## config.mk

```make
export PLATFORM = sky130hd
export DESIGN_NAME = vdte_engine
export DESIGN_NICKNAME = d
export VERILOG_FILES = /design/src/pkg/vdte_pkg.sv /design/src/vdte_crc_step.sv /design/src/vdte_engine.sv
export SDC_FILE = /design/constraint.sdc
export NUM_CORES = 1
export LEC_CHECK = 0
export BUFFER_PORTS_ARGS = -buffer_cell sky130_fd_sc_hd__buf_4
export CAP_MARGIN = 20
export CORE_ASPECT_RATIO = 0.75
export CORE_UTILIZATION = 40
export CTS_BUF_LIST = sky130_fd_sc_hd__clkbuf_8
export DETAILED_ROUTE_END_ITERATION = 8
export PLACE_DENSITY = 0.55
export SYNTH_ARGS = -nofsm -noshare
export SYNTH_HDL_FRONTEND = slang
export SYNTH_SLANG_ARGS = --single-unit
```

## constraint.sdc

```tcl
create_clock -name ref_clk_i -period 7.95 [get_ports ref_clk_i]
set_input_delay 0.3975 -clock ref_clk_i [delete_from_list [all_inputs] [get_ports ref_clk_i]]
set_output_delay 0.3975 -clock ref_clk_i [all_outputs]
set_load 0.005 [all_outputs]
```

## src/pkg/vdte_pkg.sv

```systemverilog
// shared types and constants for the vlan double tag engine
package vdte_pkg;
   // ****************************************************************
   // sizes
   // ****************************************************************
   localparam int NUM_PORTS = 8;
   localparam int PORT_W = 3;
   localparam int TPID_ENTRIES = 6;
   localparam int PCFG_W = 20;

   // ****************************************************************
   // tag values
   // ****************************************************************
   localparam logic [15:0] TPID_DOT1Q = 16'h8100;
   localparam logic [15:0] TPID_RST = 16'h8100;

   // ****************************************************************
   // frame byte positions (count of bytes already taken)
   // ****************************************************************
   localparam logic [15:0] IDX_FIRST = 16'h0000;
   localparam logic [15:0] IDX_TYPE_HI = 16'h000C;
   localparam logic [15:0] IDX_TYPE_LO = 16'h000D;
   localparam logic [15:0] IDX_TCI_HI = 16'h000E;
   localparam logic [15:0] IDX_TCI_LO = 16'h000F;
   localparam logic [15:0] IDX_TYPE2_HI = 16'h0010;
   localparam logic [15:0] IDX_TYPE2_LO = 16'h0011;
   // pops of the original tag happen while the count is in this range
   localparam logic [15:0] IDX_DROP_LO = 16'h0010;
   localparam logic [15:0] IDX_DROP_HI = 16'h0013;
   localparam logic [2:0] DLY_DEPTH = 3'h4;
   localparam logic [1:0] LAST_BYTE = 2'h3;

   // ****************************************************************
   // register map (byte addresses)
   // ****************************************************************
   localparam logic [7:0] REG_CTRL = 8'h00;
   localparam logic [7:0] REG_ABORTS = 8'h04;
   localparam logic [7:0] REG_TPID_BASE = 8'h10;
   localparam logic [7:0] REG_PORT_BASE = 8'h40;
   localparam int CTRL_EN_BIT = 0;

   // ****************************************************************
   // frame check sequence
   // ****************************************************************
   localparam logic [31:0] CRC_INIT = 32'hFFFFFFFF;
   localparam logic [31:0] CRC_POLY = 32'hEDB88320;
   localparam logic [31:0] CRC_XOR_OUT = 32'hFFFFFFFF;

   // ****************************************************************
   // types
   // ****************************************************************
   typedef enum logic [1:0] {
      ROLE_NORMAL = 2'b00,
      ROLE_ACCESS = 2'b01,
      ROLE_TUNNEL = 2'b10
   } vdte_role_type;

   typedef enum logic [1:0] {
      ACT_PASS = 2'b00,
      ACT_INSERT = 2'b01,
      ACT_STRIP = 2'b10,
      ACT_REPLACE = 2'b11
   } vdte_act_type;

   typedef enum logic [1:0] {
      ST_RUN = 2'b00,
      ST_INS = 2'b01,
      ST_FCS = 2'b10
   } vdte_state_type;

   typedef struct packed {
      logic [11:0] vid;
      logic [2:0] tsel;
      logic [2:0] prio;
      vdte_role_type role;
   } vdte_port_cfg_type;

   typedef struct packed {
      logic [7:0] data;
      logic last;
   } vdte_in_beat_type;

   typedef struct packed {
      logic [7:0] data;
      logic last;
      logic abort;
   } vdte_out_beat_type;
endpackage

```

## src/vdte_crc_step.sv

```systemverilog
// one byte step of the reflected ethernet crc
`timescale 1ns/10ps
`default_nettype none
module vdte_crc_step (
   // running value in
   input wire logic [31:0] crc_i,
   input wire logic [7:0] data_i,
   // running value out
   output logic [31:0] crc_o
);
   import vdte_pkg::*;

   // shift eight bits, lsb first, as they go on the wire
   always_comb begin
      logic [31:0] c;
      c = crc_i ^ {24'h000000, data_i};
      for (int b = 0; b < 8; b++) begin
         c = c[0] ? ((c >> 1) ^ CRC_POLY) : (c >> 1);
      end
      crc_o = c;
   end
endmodule // vdte_crc_step
`default_nettype wire

```

## src/vdte_engine.sv

```systemverilog
// per-port vlan stacking engine: tag insert, replace, strip and fcs
`timescale 1ns/10ps
`default_nettype none
module vdte_engine #(
   parameter int NUM_PORTS = vdte_pkg::NUM_PORTS
) (
   // clock and reset
   input wire logic ref_clk_i,
   input wire logic sys_rst_i,
   // register port
   input wire logic [7:0] reg_addr_i,
   input wire logic [31:0] reg_wdata_i,
   input wire logic reg_wr_i,
   input wire logic reg_rd_i,
   output logic [31:0] reg_rdata_o,
   // ingress stream, ports sampled with the first byte
   input wire logic in_valid_i,
   input wire vdte_pkg::vdte_in_beat_type in_beat_i,
   input wire logic [vdte_pkg::PORT_W-1:0] in_src_port_i,
   input wire logic [vdte_pkg::PORT_W-1:0] in_dst_port_i,
   output logic in_ready_o,
   // egress stream
   output logic out_valid_o,
   output vdte_pkg::vdte_out_beat_type out_beat_o,
   output logic [11:0] out_vid_o
);
   import vdte_pkg::*;

   // table slots need only enough bits to reach the last entry
   localparam int TSEL_W = $clog2(TPID_ENTRIES);

   // ****************************************************************
   // state
   // ****************************************************************
   typedef struct packed {
      vdte_state_type st;
      logic [15:0] cnt;
      logic [3:0][7:0] dly;
      logic [2:0] dfill;
      vdte_act_type act;
      logic [3:0][7:0] tag;
      logic [1:0] icnt;
      logic [31:0] crc;
      logic rdy;
      logic ovalid;
      vdte_out_beat_type obeat;
      logic [11:0] fvid;
      logic [PORT_W-1:0] src;
      logic [PORT_W-1:0] dst;
      logic [7:0] hi;
      logic [7:0] tci_hi;
      logic tag1;
      logic abrt;
      logic en;
      logic [15:0] aborts;
      logic [31:0] rdata;
      logic [TPID_ENTRIES-1:0][15:0] tpid;
      vdte_port_cfg_type [NUM_PORTS-1:0] cfg;
   } vdte_st_type;

   vdte_st_type s_reg;
   vdte_st_type s_next;
   logic [31:0] crc_upd;
   logic [7:0] ebyte;
   logic [15:0] cmp_word;
   logic [TPID_ENTRIES-1:0] tpid_hit;
   logic is_tag;
   vdte_role_type src_role;
   vdte_role_type dst_role;
   logic [15:0] out_type;
   logic [7:0] off_t;
   logic [7:0] off_p;
   logic [5:0] idx_t;
   logic [5:0] idx_p;
   logic hit_t;
   logic hit_p;
   logic [TSEL_W-1:0] slot_t;
   logic [PORT_W-1:0] slot_p;

   // ****************************************************************
   // tag recognition
   // ****************************************************************
   // the type word is the held high byte and the byte on the input
   assign cmp_word = {s_reg.hi, in_beat_i.data};

   // one comparator per table entry
   genvar gi;
   generate
      for (gi = 0; gi < TPID_ENTRIES; gi++) begin : g_tpid
         assign tpid_hit[gi] = (s_reg.tpid[gi] == cmp_word);
      end
   endgenerate

   assign is_tag = (cmp_word == TPID_DOT1Q) || (|tpid_hit);

   // roles only apply while stacking is on; otherwise all ports normal
   assign src_role = s_reg.en ? s_reg.cfg[s_reg.src].role : ROLE_NORMAL;
   assign dst_role = s_reg.en ? s_reg.cfg[s_reg.dst].role : ROLE_NORMAL;

   // outer type comes from the egress port's table slot
   // a slot past the table end falls back to slot 0 instead of reading x
   always_comb begin
      if (int'(s_reg.cfg[s_reg.dst].tsel) < TPID_ENTRIES) begin
         out_type = s_reg.tpid[s_reg.cfg[s_reg.dst].tsel];
      end else begin
         out_type = s_reg.tpid[0];
      end
   end

   // ****************************************************************
   // register decode
   // ****************************************************************
   assign off_t = reg_addr_i - REG_TPID_BASE;
   assign off_p = reg_addr_i - REG_PORT_BASE;
   assign idx_t = off_t[7:2];
   assign idx_p = off_p[7:2];
   assign hit_t = (reg_addr_i >= REG_TPID_BASE) && (off_t[1:0] == 2'h0)
      && (int'(idx_t) < TPID_ENTRIES);
   assign hit_p = (reg_addr_i >= REG_PORT_BASE) && (off_p[1:0] == 2'h0)
      && (int'(idx_p) < NUM_PORTS);

   // narrow indexes; the hit terms already bound them to the tables
   assign slot_t = idx_t[TSEL_W-1:0];
   assign slot_p = idx_p[PORT_W-1:0];

   // ****************************************************************
   // fcs
   // ****************************************************************
   vdte_crc_step u_crc (
      .crc_i(s_reg.crc),
      .data_i(ebyte),
      .crc_o(crc_upd)
   );

   // ****************************************************************
   // next state
   // ****************************************************************
   always_comb begin
      logic emit;
      logic [15:0] tci;
      logic [15:0] own_tci;
      logic [31:0] fcs;
      emit = 1'b0;
      ebyte = 8'h00;
      tci = {s_reg.tci_hi, in_beat_i.data};
      own_tci = {s_reg.cfg[s_reg.src].prio, 1'b0,
         s_reg.cfg[s_reg.src].vid};
      fcs = s_reg.crc ^ CRC_XOR_OUT;
      s_next = s_reg;
      s_next.ovalid = 1'b0;
      s_next.obeat = '0;
      s_next.rdata = 32'h00000000;

      // register writes; slot 0 of the table stays the 802.1q type
      // config is read live at the tag decision: rewrite between frames
      if (reg_wr_i) begin
         if (reg_addr_i == REG_CTRL) begin
            s_next.en = reg_wdata_i[CTRL_EN_BIT];
         end else if (hit_t && (idx_t != 6'h00)) begin
            s_next.tpid[slot_t] = reg_wdata_i[15:0];
         end else if (hit_p) begin
            s_next.cfg[slot_p] =
               vdte_port_cfg_type'(reg_wdata_i[PCFG_W-1:0]);
         end
      end

      // register reads answer the next cycle only; unmapped reads zero
      if (reg_rd_i) begin
         if (reg_addr_i == REG_CTRL) begin
            s_next.rdata = {31'h00000000, s_reg.en};
         end else if (reg_addr_i == REG_ABORTS) begin
            s_next.rdata = {16'h0000, s_reg.aborts};
         end else if (hit_t) begin
            s_next.rdata = {16'h0000, s_reg.tpid[slot_t]};
         end else if (hit_p) begin
            s_next.rdata = {12'h000, s_reg.cfg[slot_p]};
         end
      end

      case (s_reg.st)
         ST_RUN: begin
            if (in_valid_i && s_reg.rdy) begin
               // four-byte delay keeps the old fcs off the wire
               s_next.dly = {s_reg.dly[2:0], in_beat_i.data};
               s_next.cnt = s_reg.cnt + 16'h0001;
               if (s_reg.dfill == DLY_DEPTH) begin
                  // strip and replace swallow old tag bytes 12 to 15 here
                  if (!(((s_reg.act == ACT_STRIP)
                        || (s_reg.act == ACT_REPLACE))
                        && (s_reg.cnt >= IDX_DROP_LO)
                        && (s_reg.cnt <= IDX_DROP_HI))) begin
                     emit = 1'b1;
                     ebyte = s_reg.dly[3];
                  end
               end else begin
                  s_next.dfill = s_reg.dfill + 3'h1;
               end
               if (s_reg.cnt == IDX_FIRST) begin
                  s_next.src = in_src_port_i;
                  s_next.dst = in_dst_port_i;
               end
               if ((s_reg.cnt == IDX_TYPE_HI)
                     || (s_reg.cnt == IDX_TYPE2_HI)) begin
                  s_next.hi = in_beat_i.data;
               end
               if (s_reg.cnt == IDX_TYPE_LO) begin
                  s_next.tag1 = is_tag;
               end
               if (s_reg.cnt == IDX_TCI_HI) begin
                  s_next.tci_hi = in_beat_i.data;
               end
               // second tag behind the first: only tunnel ingress takes it
               if ((s_reg.cnt == IDX_TYPE2_LO) && s_reg.tag1 && is_tag
                     && (src_role != ROLE_TUNNEL)) begin
                  s_next.abrt = 1'b1;
               end
               // decide the edit once the first tag control word is in
               if (s_reg.cnt == IDX_TCI_LO) begin
                  s_next.act = ACT_PASS;
                  s_next.fvid = s_reg.tag1 ? tci[11:0] : 12'h000;
                  s_next.tag = {out_type, own_tci};
                  if (dst_role == ROLE_TUNNEL) begin
                     if ((src_role != ROLE_ACCESS) && s_reg.tag1) begin
                        // keep its vid and priority, retype the outer tag
                        s_next.act = ACT_REPLACE;
                        s_next.tag = {out_type, tci};
                     end else begin
                        // access frames are untagged for stacking purposes
                        s_next.act = ACT_INSERT;
                        s_next.fvid = own_tci[11:0];
                     end
                  end else if ((dst_role == ROLE_ACCESS)
                        && (src_role == ROLE_TUNNEL) && s_reg.tag1) begin
                     s_next.act = ACT_STRIP;
                  end
                  if ((dst_role == ROLE_TUNNEL) && !in_beat_i.last) begin
                     // stall the source while the four tag bytes go out
                     s_next.st = ST_INS;
                     s_next.rdy = 1'b0;
                     s_next.icnt = 2'h0;
                  end
               end
               if (in_beat_i.last) begin
                  s_next.st = ST_FCS;
                  s_next.rdy = 1'b0;
                  s_next.icnt = 2'h0;
               end
            end
         end
         ST_INS: begin
            // outer tag sits between source address and the old tag
            // input waits; the source holds its byte until ready returns
            emit = 1'b1;
            ebyte = s_reg.tag[LAST_BYTE - s_reg.icnt];
            s_next.icnt = s_reg.icnt + 2'h1;
            if (s_reg.icnt == LAST_BYTE) begin
               s_next.st = ST_RUN;
               s_next.rdy = 1'b1;
            end
         end
         ST_FCS: begin
            // fresh fcs, low byte first; old fcs was never sent
            s_next.ovalid = 1'b1;
            s_next.obeat.data = fcs[8*s_reg.icnt +: 8];
            s_next.icnt = s_reg.icnt + 2'h1;
            if (s_reg.icnt == LAST_BYTE) begin
               s_next.obeat.last = 1'b1;
               // bytes already left, so a discard can only be flagged here
               s_next.obeat.abort = s_reg.abrt;
               if (s_reg.abrt) begin
                  s_next.aborts = s_reg.aborts + 16'h0001;
               end
               s_next.st = ST_RUN;
               s_next.rdy = 1'b1;
               s_next.cnt = IDX_FIRST;
               s_next.dfill = 3'h0;
               s_next.crc = CRC_INIT;
               s_next.act = ACT_PASS;
               s_next.tag1 = 1'b0;
               s_next.abrt = 1'b0;
            end
         end
         default: begin
            s_next.st = ST_RUN;
            s_next.rdy = 1'b1;
         end
      endcase

      // every emitted byte feeds the running fcs
      if (emit) begin
         s_next.ovalid = 1'b1;
         s_next.obeat.data = ebyte;
         s_next.crc = crc_upd;
      end

      // synchronous reset: stacking off, table all 802.1q, ports normal
      if (sys_rst_i) begin
         s_next = '0;
         s_next.st = ST_RUN;
         s_next.rdy = 1'b1;
         s_next.crc = CRC_INIT;
         for (int i = 0; i < TPID_ENTRIES; i++) begin
            s_next.tpid[i] = TPID_RST;
         end
      end
   end

   // ****************************************************************
   // registers
   // ****************************************************************
   always_ff @(posedge ref_clk_i) begin
      s_reg <= s_next;
   end

   // outputs straight from the state flops
   assign reg_rdata_o = s_reg.rdata;
   assign in_ready_o = s_reg.rdy;
   assign out_valid_o = s_reg.ovalid;
   assign out_beat_o = s_reg.obeat;
   assign out_vid_o = s_reg.fvid;
endmodule // vdte_engine
`default_nettype wire

```

# --- After elaboration in Yosys (flattened, before gate mapping) ---
# Index checks and enable logic that the tools add are counted.
# W data, S select, Z words.
classes:
  n_addsub: 7
  n_lt_le_gt_ge: 15
  eq_ne: 34
  n_shift: 1
  n_mux: 80
  n_bitwise: 16
  n_reduce_logical: 56
op_table:
  columns: ["cell", "n"]
  rows:
  - ["$mux W32", 10]
  - ["$bmux W20 S3", 3]
  - ["$bwmux W160", 1]
  - ["$mux W16", 9]
  - ["$not A13 Y14", 8]
  - ["$bmux W16 S3", 2]
  - ["$bwmux W96", 1]
  - ["$eq A16 B16 Y1", 6]
  - ["$mux W89", 1]
  - ["$eq A16 B4 Y1 const B", 4]
  - ["$demux W20 S3", 1]
  - ["$mux W20", 3]
  - ["$demux W16 S3", 1]
  - ["$mux W8", 5]
  - ["$mux W12", 3]
  - ["$mux W36", 1]
  - ["$mux W33", 1]
  - ["$add A16 B1 Y16 const B", 2]
  - ["$eq A16 B5 Y1 const B", 2]
  - ["$not A32 Y32", 1]
  - ["$pmux W16 S2", 1]
  - ["$shiftx A32 B6 Y8", 1]
  - ["$xor A32 B8 Y32", 1]
  - ["$mux W2", 13]
  - ["other kinds (53)", 128]
word_totals:
  ff_bits: 474
  in_bits: 60
  output_inout_bits: 56
  wordCells: 279

# --- Longest topological paths before layout ---
# Gate-level depths: netlist (run 1).
depth:
  word_depth: 26
  mapped_depth: 14
  mapped_depth_nobuf: 10

# --- By module ---
# A second synthesis (run 1) with hierarchy kept.
hier_totals:
  cells_unflattened: 2724
  hier_area_um2: 24260.8
modules_own_cells:
  columns: ["module", "instances", "cells_each", "area_each_um2", "seq_area_each_um2"]
  rows:
  - ["vdte_engine", 1, 2651, 23443.7, 9228.9]
  - ["vdte_crc_step", 1, 73, 817.0, 0.0]

# --- Worst setup path before layout (run 1) ---
# Ideal clock, no wire load.
synth_path:
  path_type: "input port to flip-flop"
  start: "in reg_addr_i[4]"
  end: "reg s_reg[232] (netlist bit)"
  setup_ns: 0.129
  arrival_ns: 3.417
  required_time_ns: 7.821
  slack_ns: 4.404
  stages: 12
  n_path_buf: 3
  cell_sequence: "buf_1 inv_1 buf_1 ha_1 or2_2 o31ai_1 o211a_1 o311ai_4 nor4_2 buf_2 mux2i_1 nand2_1"
synth_via:
  elab_chain_cells: 6
  elab_cells_between_ends: 16
  cone_classes: "add/sub: 1; order compare: 4; mux: 3; bitwise: 1; reduce/logical: 7"
synth_lines:
  columns: ["element", "line", "text"]
  rows:
  - ["from (decl)", "vdte_engine.sv:11", "input wire logic [7:0] reg_addr_i,"]
  - ["$sub A8 B5 Y8", "vdte_engine.sv:113", "assign off_t = reg_addr_i - REG_TPID_BASE;"]
  - ["$lt A3 B4 Y1 (implied by the code) / $ge A3 B1 Y1 (equally long branches)", "vdte_engine.sv:160", "s_next.tpid[slot_t] = reg_wdata_i[15:0];"]
  - ["$logic_and A1 B1 Y1 (implied by the code)", "vdte_engine.sv:160", null]
  - ["$mux W16 (implied by the code)", "vdte_engine.sv:160", null]
  - ["$demux W16 S3", "vdte_engine.sv:160", null]
  - ["$bwmux W96", "vdte_engine.sv:160", null]
  - ["to (signal assigned)", "vdte_engine.sv:312", "s_reg <= s_next;"]
  - ["to (decl)", "vdte_engine.sv:61", "vdte_st_type s_reg;"]
# Parallel ways exist; a longest one is shown, timed or not.
# A chain may end at the register's enable or synchronous reset.

# --- Final worst setup path (run 1) ---
layout_path:
  start: "reg s_reg[472] (netlist bit)"
  end: "reg s_reg[373] (netlist bit)"
layout_via:
  elab_chain_cells: 17
  elab_cells_between_ends: 24
  cone_classes: "eq/ne: 2; mux: 11; bitwise: 7; reduce/logical: 4"
layout_lines:
  columns: ["element", "line", "text"]
  rows:
  - ["$eq A2 B1 Y1 / $logic_not A2 Y1 (equally long branches)", "vdte_engine.sv:180", "case (s_reg.st)"]
  - ["$pmux W8 S2", "vdte_engine.sv:180", null]
  - ["$xor A32 B8 Y32", "vdte_crc_step.sv:16", "c = crc_i ^ {24'h000000, data_i};"]
  - ["$mux W32", "vdte_crc_step.sv:18", "c = c[0] ? ((c >> 1) ^ CRC_POLY) : (c >> 1);"]
  - ["$not A13 Y14 (no source line)", null, null]
  - ["$mux W32 (2 in a row)", "vdte_crc_step.sv:18", null]
  - ["$not A13 Y14 (no source line)", null, null]
  - ["$mux W32", "vdte_crc_step.sv:18", null]
  - ["$not A13 Y14 (no source line)", null, null]
  - ["$mux W32 (2 in a row)", "vdte_crc_step.sv:18", null]
  - ["$not A13 Y14 (no source line)", null, null]
  - ["$mux W32", "vdte_crc_step.sv:18", null]
  - ["$not A13 Y14 (no source line)", null, null]
  - ["$mux W32", "vdte_crc_step.sv:18", null]
  - ["$mux W32", "vdte_engine.sv:290", "if (emit) begin"]
# Parallel ways exist; a longest one is shown, timed or not.

==> reports/qor.yml, run 1 <==
run_status:
  status: "complete, no violations"
global_route:
  antenna_found_initial: 6
  overflow: 0
  grt_first_pass_wirelength_um: 116000
  maximum_number_of_pins_on_one_net_before_global_route_repair: 239
  first_global_vias: 18500
  grt.total_usage_pct: 24.7
setup_path:
  cp_cell_sequence: "inv_1 > ha_1 > and3_1 > buf_4 > and3_1 > a32oi_2 > xnor2_2 > xnor2_2 > xnor2_1 > xor2_1 > a21oi_1"
  worst_path_largest_cell_delay_ps: 660
  setup.worst_path.start_class: "register"
  critical_path.max_fanout: 35
  worst-endpoint-arrival_ps: 4560
  timing.critical_path.required_ps: 8490
  setup.worst_path.class: "reg2reg"
  cell_with_the_largest_stage_delay_on_the_worst_path: "and3_1"
  end_kind: "register"
synth:
  synth-main-ff-cell: "dfxtp_1"
  yosysSeqAreaShare_pct: 38.3
  synth_enable_flop_cells: 0
  synthDistinctLibCells: 67
  postSynthRegisterBits: 461
  synthesis.area_mm2: 0.0241
  ys_async_sr_fraction_pct: 0
  count_of_mapped_cells_out_of_synthesis: 2550
  synth.yosys.warnings: 0
  synthesis.area_per_instance_um2: 9.45
clocking:
  cts_tree: "done"
  clock_path_buffers: 3
  clkSinkCount: 461
  post_cts_clock_slew_at_the_launch_and_capture_registers_of_the_worst_setup_and_hold_paths_ps: 70
  clock_tree.root_cell: "clkbuf_8"
  clock_tree.htree_level_count: 3
  cts_buffers: 79
  cts-resized-gates: 0
  clkLatencyLatePin_ps: 690
sta:
  final.min_clock_period_ps: 4020
  slew_violations: 0
  worst_slew_margin_rel_pct: 25.5
  setup_total_neg_slack_ps: 0
  holdWs_ps: 52.9
  timing.final.hold_violations: 0
  fmaxAchievable_mhz: 249
  min_period_over_period_pct: 50.5
  rsz0062_at_grt: "false"
  setup_viol: 0
  worst-slew-pin-transition_ps: 1110
  timing.clock.skew_ps: 50.5
cells_and_area:
  most-common-layout-cells: "dfxtp_1, nor2_1, nand2_1"
  final_core_util_pct: 45.1
  final_design_area_no_fill_mm2: 0.0267
  finish.net_count: 2594
  fraction_of_final_layout_cells_with_drive_strength_greater_than_1_pct: 16.5
  largest_register_ffs: 409
  layout_commonest_cell: "dfxtp_1"
  syn_to_final_growth_pct: 10.8
place:
  routabilityCongestion: 0.883
  dp.final_hpwl_um: 50100
  buffer_ports.inserted: 91
  postPlaceCellArea_mm2: 0.0249
power:
  internal_power_uw: 3690
  netSwitchingPower_uw: 1340
  total_power_uw: 5030
  share_seq_of_total_power_pct: 47.1
  power.combinational.fraction_pct: 8.7
  ir_drop_v: 0.000129
  power.share.clock_pct: 44.3
  power_switching_share_pct: 26.6
  power_leakage_uw: 0.0102
  power_density_mw_per_mm2: 189
detailed_routing:
  drcViolationCount: 0
  wirelength_um: 76400
  drt_first_iter_violations: 1730
  route.detailed.vias_per_inst: 5.66
  ant_nets: 0
  detail_route.first_pass.iterations: 8
  vias: 19100
  post_drt_wl_per_cell_um: 22.6
worst_hold_path:
  hold_class: "in2reg"
die:
  horizontal_extent_of_the_die_um: 285
  initial_utilization_pct: 40.7
  io-pin-count: 116
  core-area_mm2: 0.0593
  die_h_um: 215
  die_area_mm2: 0.0612
  rows: 77
flow_run:
  timing.max_cap.violations: 0
[per-layer routing]
| metal | global-route usage, % | share of wire [%] | vias to the layer above |
|---|---|---|---|
| met4 | 9.18 | 3.3 | 4 |
| met5 | 0 | 0.035 | - |
| li1 | - | - | 8793 |
| met3 | 8.12 | 10 | 146 |
| met2 | 34.4 | 41 | 778 |
| met1 | 35.1 | 45 | 9368 |
[synth_stat cells (20+ instances only)]
cell type  number  share of area (%)
o211ai_1       20               0.62
nor4_1         20               0.52
buf_4          56                1.7
nand2_1       313                4.9
mux4_2        116                 11
buf_1          32               0.50
xor2_1         91                3.3
a21oi_1       173                3.6
buf_2          27               0.56
nand4_1        30               0.78
o21ai_0        80                1.7
nor2_1        351                5.5
nor3_1         21               0.44
xnor2_1        85                3.1
dfxtp_1       461                 38
clkbuf_1      144                2.2
mux2i_1       300                 12
[power groups by stage]
stage	clock (uW)	combinational [uW]	sequential, uW
after global placement	0	424	2420
after detailed placement	0	429	2420
after CTS	2280	434	2370
after global routing	2390	469	2370
after floorplan	0	308	2400
final	2230	436	2370
[cells by family after synthesis]
kind of cell / synth area share [%]
and+or+nand+nor: 14.7
buffers and inverters: 5.34
adders and majority gates: 0.727
AOI/OAI and AO/OA: 9.08
DFF: 38.3
other: 0.0156
muxes: 24.0
xor gates and xnor gates: 7.90
[worst max-delay path: cells and delay by family, from the launching register on]
family | cells | cell delay, ps
XOR/XNOR | 4 | 1410
AND/OR/NAND/NOR | 2 | 880
adder cells (fa/ha/maj) | 1 | 450
buffers and inverters | 2 | 450
AO/OA/AOI/OAI | 2 | 370
flip-flops | 1 | 310
[repair_timing]
action | 4_1_cts | 5_1_grt
setup buffers | 0 | 0
endpoints found under the hold margin | 38 | 0
hold buffers | 11 | 0
[area by class of cell]
cell class / instances / area, um^2
fill: 5738 / 32600
multi-input combinational: 1826 / 13700
sequential: 461 / 9230
clock buffer: 107 / 1470
timing repair buffer: 139 / 1090
tap: 790 / 988
clock inverter: 36 / 173
inverter: 13 / 48.8
antenna: 2 / 5.00
[per-stage QoR]
stage | instances | setup slack, ps
2_1_floorplan | 2561 | 4400
3_3_place_gp | 3216 | 3730
3_5_place_dp | 3216 | 3700
4_1_cts | 3370 | 4000
5_1_grt | 3373 | 3690
6_report | 3374 | 3930
[final timing paths]
check	startpoint	to	slack (ps)	cells after the start
setup reg to reg	s_reg[472]$_SDFFE_PP0P_	s_reg[373]$_SDFFE_PP1P_	3930	11
hold reg to reg	s_reg[431]$_SDFFE_PP0P_	s_reg[439]$_SDFFE_PP0P_	440	2
setup / recovery	s_reg[472]$_SDFFE_PP0P_	s_reg[373]$_SDFFE_PP1P_	3930	11
hold / removal	reg_wdata_i[5]	s_reg[85]$_SDFFE_PP0P_	50	3
(Power assumes the default switching activity.)
==> run 2: changes to the inputs <==
- clock period: 7.95 -> 3.7 ns (I/O delays scaled with it)
==> run 2 against run 1 <==
  * Worst setup slack got worse by 3400 ps
  * Count of clock-buffer cells in the layout fell by 5
  * Cell count rose by 1.3%
  * Fmax rose by 27%
  * Via count rose by 1.4%
  * Register-to-register slack got worse by 3400 ps
  * Largest power group unchanged
  * Combinational power rose by 120%
  * Clock skew fell by 25 ps
  * Non-clock buffer count rose by 53
==> reports/qor.yml, run 2 (synthesis gave the netlist of run 1 again) <==
global_route:
  grt.total_usage_pct: 24.8  # +0.14 points
  antenna_found_initial: 8  # +2
  first_global_vias: 18600  # +0.58%
  overflow: 0  # unchanged
  maximum_number_of_pins_on_one_net_before_global_route_repair: 150  # -37%
  grt_first_pass_wirelength_um: 116000  # +0.26%
sta:
  final.min_clock_period_ps: 3170  # -850 ps
  setup_total_neg_slack_ps: 0  # unchanged
  rsz0062_at_grt: "false"
  setup_viol: 0  # unchanged
  slew_violations: 0  # unchanged
  fmaxAchievable_mhz: 316  # +27%
  min_period_over_period_pct: 85.6  # +35 points
  worst-slew-pin-transition_ps: 942  # -173 ps
  worst_slew_margin_rel_pct: 37.2  # +12 points
  timing.final.hold_violations: 0  # unchanged
  timing.clock.skew_ps: 25.6  # -24.8 ps
clocking:
  cts_post_setup_buffers_inserted: 0  # unchanged
  cts_buffers: 79  # unchanged
  cts_tree: "done"
  clock_path_buffers: 3  # unchanged
  clock_tree.htree_level_count: 3  # unchanged
  clock_tree.root_cell: "clkbuf_8"
  clkSinkCount: 461  # unchanged
  clkLatencyLatePin_ps: 680  # about the same
  post_cts_clock_slew_at_the_launch_and_capture_registers_of_the_worst_setup_and_hold_paths_ps: 60  # about the same
setup_path:
  worst-endpoint-arrival_ps: 3720  # -840 ps
  r2r_end: "s_reg[373]$_SDFFE_PP1P_"
  worst_r2r_startpoint: "s_reg[472]$_SDFFE_PP0P_"
  cp_cell_sequence: "inv_1 > ha_1 > and3_1 > and3_1 > a32oi_2 > xnor2_2 > xnor2_2 > xnor2_1 > xor2_1 > a21oi_1"
  worst_path_largest_cell_delay_ps: 620  # -40 ps
  timing.critical_path.required_ps: 4260  # -4230 ps
  setup.worst_path.start_class: "register"
  r2r_setup_slack_ps: 530  # -3400 ps
  critical_path.max_fanout: 9  # -74%
  end_kind: "register"
  setup.worst_path.class: "reg2reg"
  worst_r2r_path_depth: 10  # -1
  cell_with_the_largest_stage_delay_on_the_worst_path: "xnor2_2"
worst_hold_path:
  whs_endpoint: "s_reg[460]$_SDFFE_PP0P_"
  hold-path-cell-count: 5  # +2
  hold_start: "in_valid_i"
  hold_class: "in2reg"
power:
  total_power_uw: 10700  # +110%
  power_density_mw_per_mm2: 395  # +110%
  power_leakage_uw: 0.0104  # +2.2%
  ir_drop_v: 0.000249  # +93%
detailed_routing:
  ant_nets: 0  # unchanged
  route.detailed.vias_per_inst: 5.66  # about the same
  wirelength_um: 76700  # +0.42%
  drcViolationCount: 0  # unchanged
  detail_route.first_pass.iterations: 6  # -2
  vias: 19300  # +1.4%
  post_drt_wl_per_cell_um: 22.4  # -0.87%
  drt_first_iter_violations: 1904  # +10%
die:
  io-pin-count: 116  # unchanged
  horizontal_extent_of_the_die_um: 285  # unchanged
  core-area_mm2: 0.0593  # unchanged
  die_h_um: 215  # unchanged
  rows: 77  # unchanged
  die_area_mm2: 0.0612  # unchanged
  initial_utilization_pct: 40.7  # unchanged
place:
  routabilityCongestion: 0.890  # +0.78%
  dp.final_hpwl_um: 52000  # +3.8%
  buffer_ports.inserted: 91  # unchanged
  postPlaceCellArea_mm2: 0.0252  # +1.0%
cells_and_area:
  final_design_area_no_fill_mm2: 0.0271  # +1.6%
  n_fill_cell: 5623  # -2.0%
  syn_to_final_growth_pct: 12.6
  most-common-layout-cells: "dfxtp_1, nor2_1, nand2_1"
  largest_register_ffs: 409  # unchanged
  layout_commonest_cell: "dfxtp_1"
  fraction_of_final_layout_cells_with_drive_strength_greater_than_1_pct: 16.9  # +0.33 points
  finish.net_count: 2647  # +2.0%
  area.sequential_mm2: 0.00923  # unchanged
  multiInputGateArea_mm2: 0.0137  # about the same
flow_run:
  timing.max_cap.violations: 0  # unchanged
run_status:
  status: "complete, no violations"
-- run 2: how the worst max path moves through the flow --
| stage | startpoint | endpoint | slack, ps |
|---|---|---|---|
| after CTS | s_reg[472]$_SDFFE_PP0P_ | s_reg[373]$_SDFFE_PP1P_ | 540 |
| after floorplan | reg_addr_i[4] | s_reg[232]$_SDFFE_PP1P_ | 370 |
| final | s_reg[472]$_SDFFE_PP0P_ | s_reg[373]$_SDFFE_PP1P_ | 530 |
| after global routing | s_reg[385]$_SDFFE_PP0P_ | s_reg[471]$_SDFFE_PP0P_ | 190 |
| after global placement | s_reg[472]$_SDFFE_PP0P_ | s_reg[373]$_SDFFE_PP1P_ | 640 |
| after detailed placement | s_reg[472]$_SDFFE_PP0P_ | s_reg[376]$_SDFFE_PP1P_ | 560 |
-- run 2: repair_timing --
action,in CTS,in global routing
gates resized for setup,0,0
endpoints found under the hold margin,326,0
setup endpoints to repair,0,0
hold buffers,38,0
-- run 2: critical path, delay by kind of cell (launching register included) --
family	cells	cell delay [ps]
buffers and inverters	1	100
AND/OR/NAND/NOR	2	710
flip-flops	1	310
adder cells (fa/ha/maj)	1	180
AO/OA/AOI/OAI	2	370
XOR/XNOR	4	1380
-- run 2: where the power goes --
group	internal, uW	total, uW	switching, uW
Combinational	363	965	602
Sequential	5020	5100	78.8
Clock	2460	4640	2180
-- run 2: layout make-up --
cell class                      instances  share of cell area (%)
Multi-Input combinational cell       1826                    50.4
Sequential cell                       461                    34.0
Timing Repair Buffer                  192                    5.97
Clock buffer                          102                    5.18
Tap cell                              790                    3.64
Clock inverter                         32                   0.554
Inverter                               13                   0.180
Antenna cell                            2                  0.0185
-- run 2: through the flow --
| stage | std cells | util, % | hold WS, ps | worst slack [ps] |
|---|---|---|---|---|
| finish | 3418 | 45.8 | 101 | 534 |
| global placement | 3242 | 42.5 | 438 | 644 |
| floorplan | 2561 | - | 329 | 366 |
| CTS | 3414 | 45.7 | 49.1 | 541 |
| global route | 3416 | 45.8 | 120 | 189 |
| detailed placement | 3242 | 42.5 | 447 | 562 |
-- run 2: routing by layer --
| layer | part of all wire [%] | up-vias | track usage (%) |
|---|---|---|---|
| li1 | - | 8899 | - |
| met1 | 46 | 9501 | 36.2 |
| met2 | 41 | 795 | 35.1 |
| met3 | 9.6 | 146 | 6.62 |
| met4 | 3.0 | 6 | 8.50 |
| met5 | 0.053 | - | 0 |
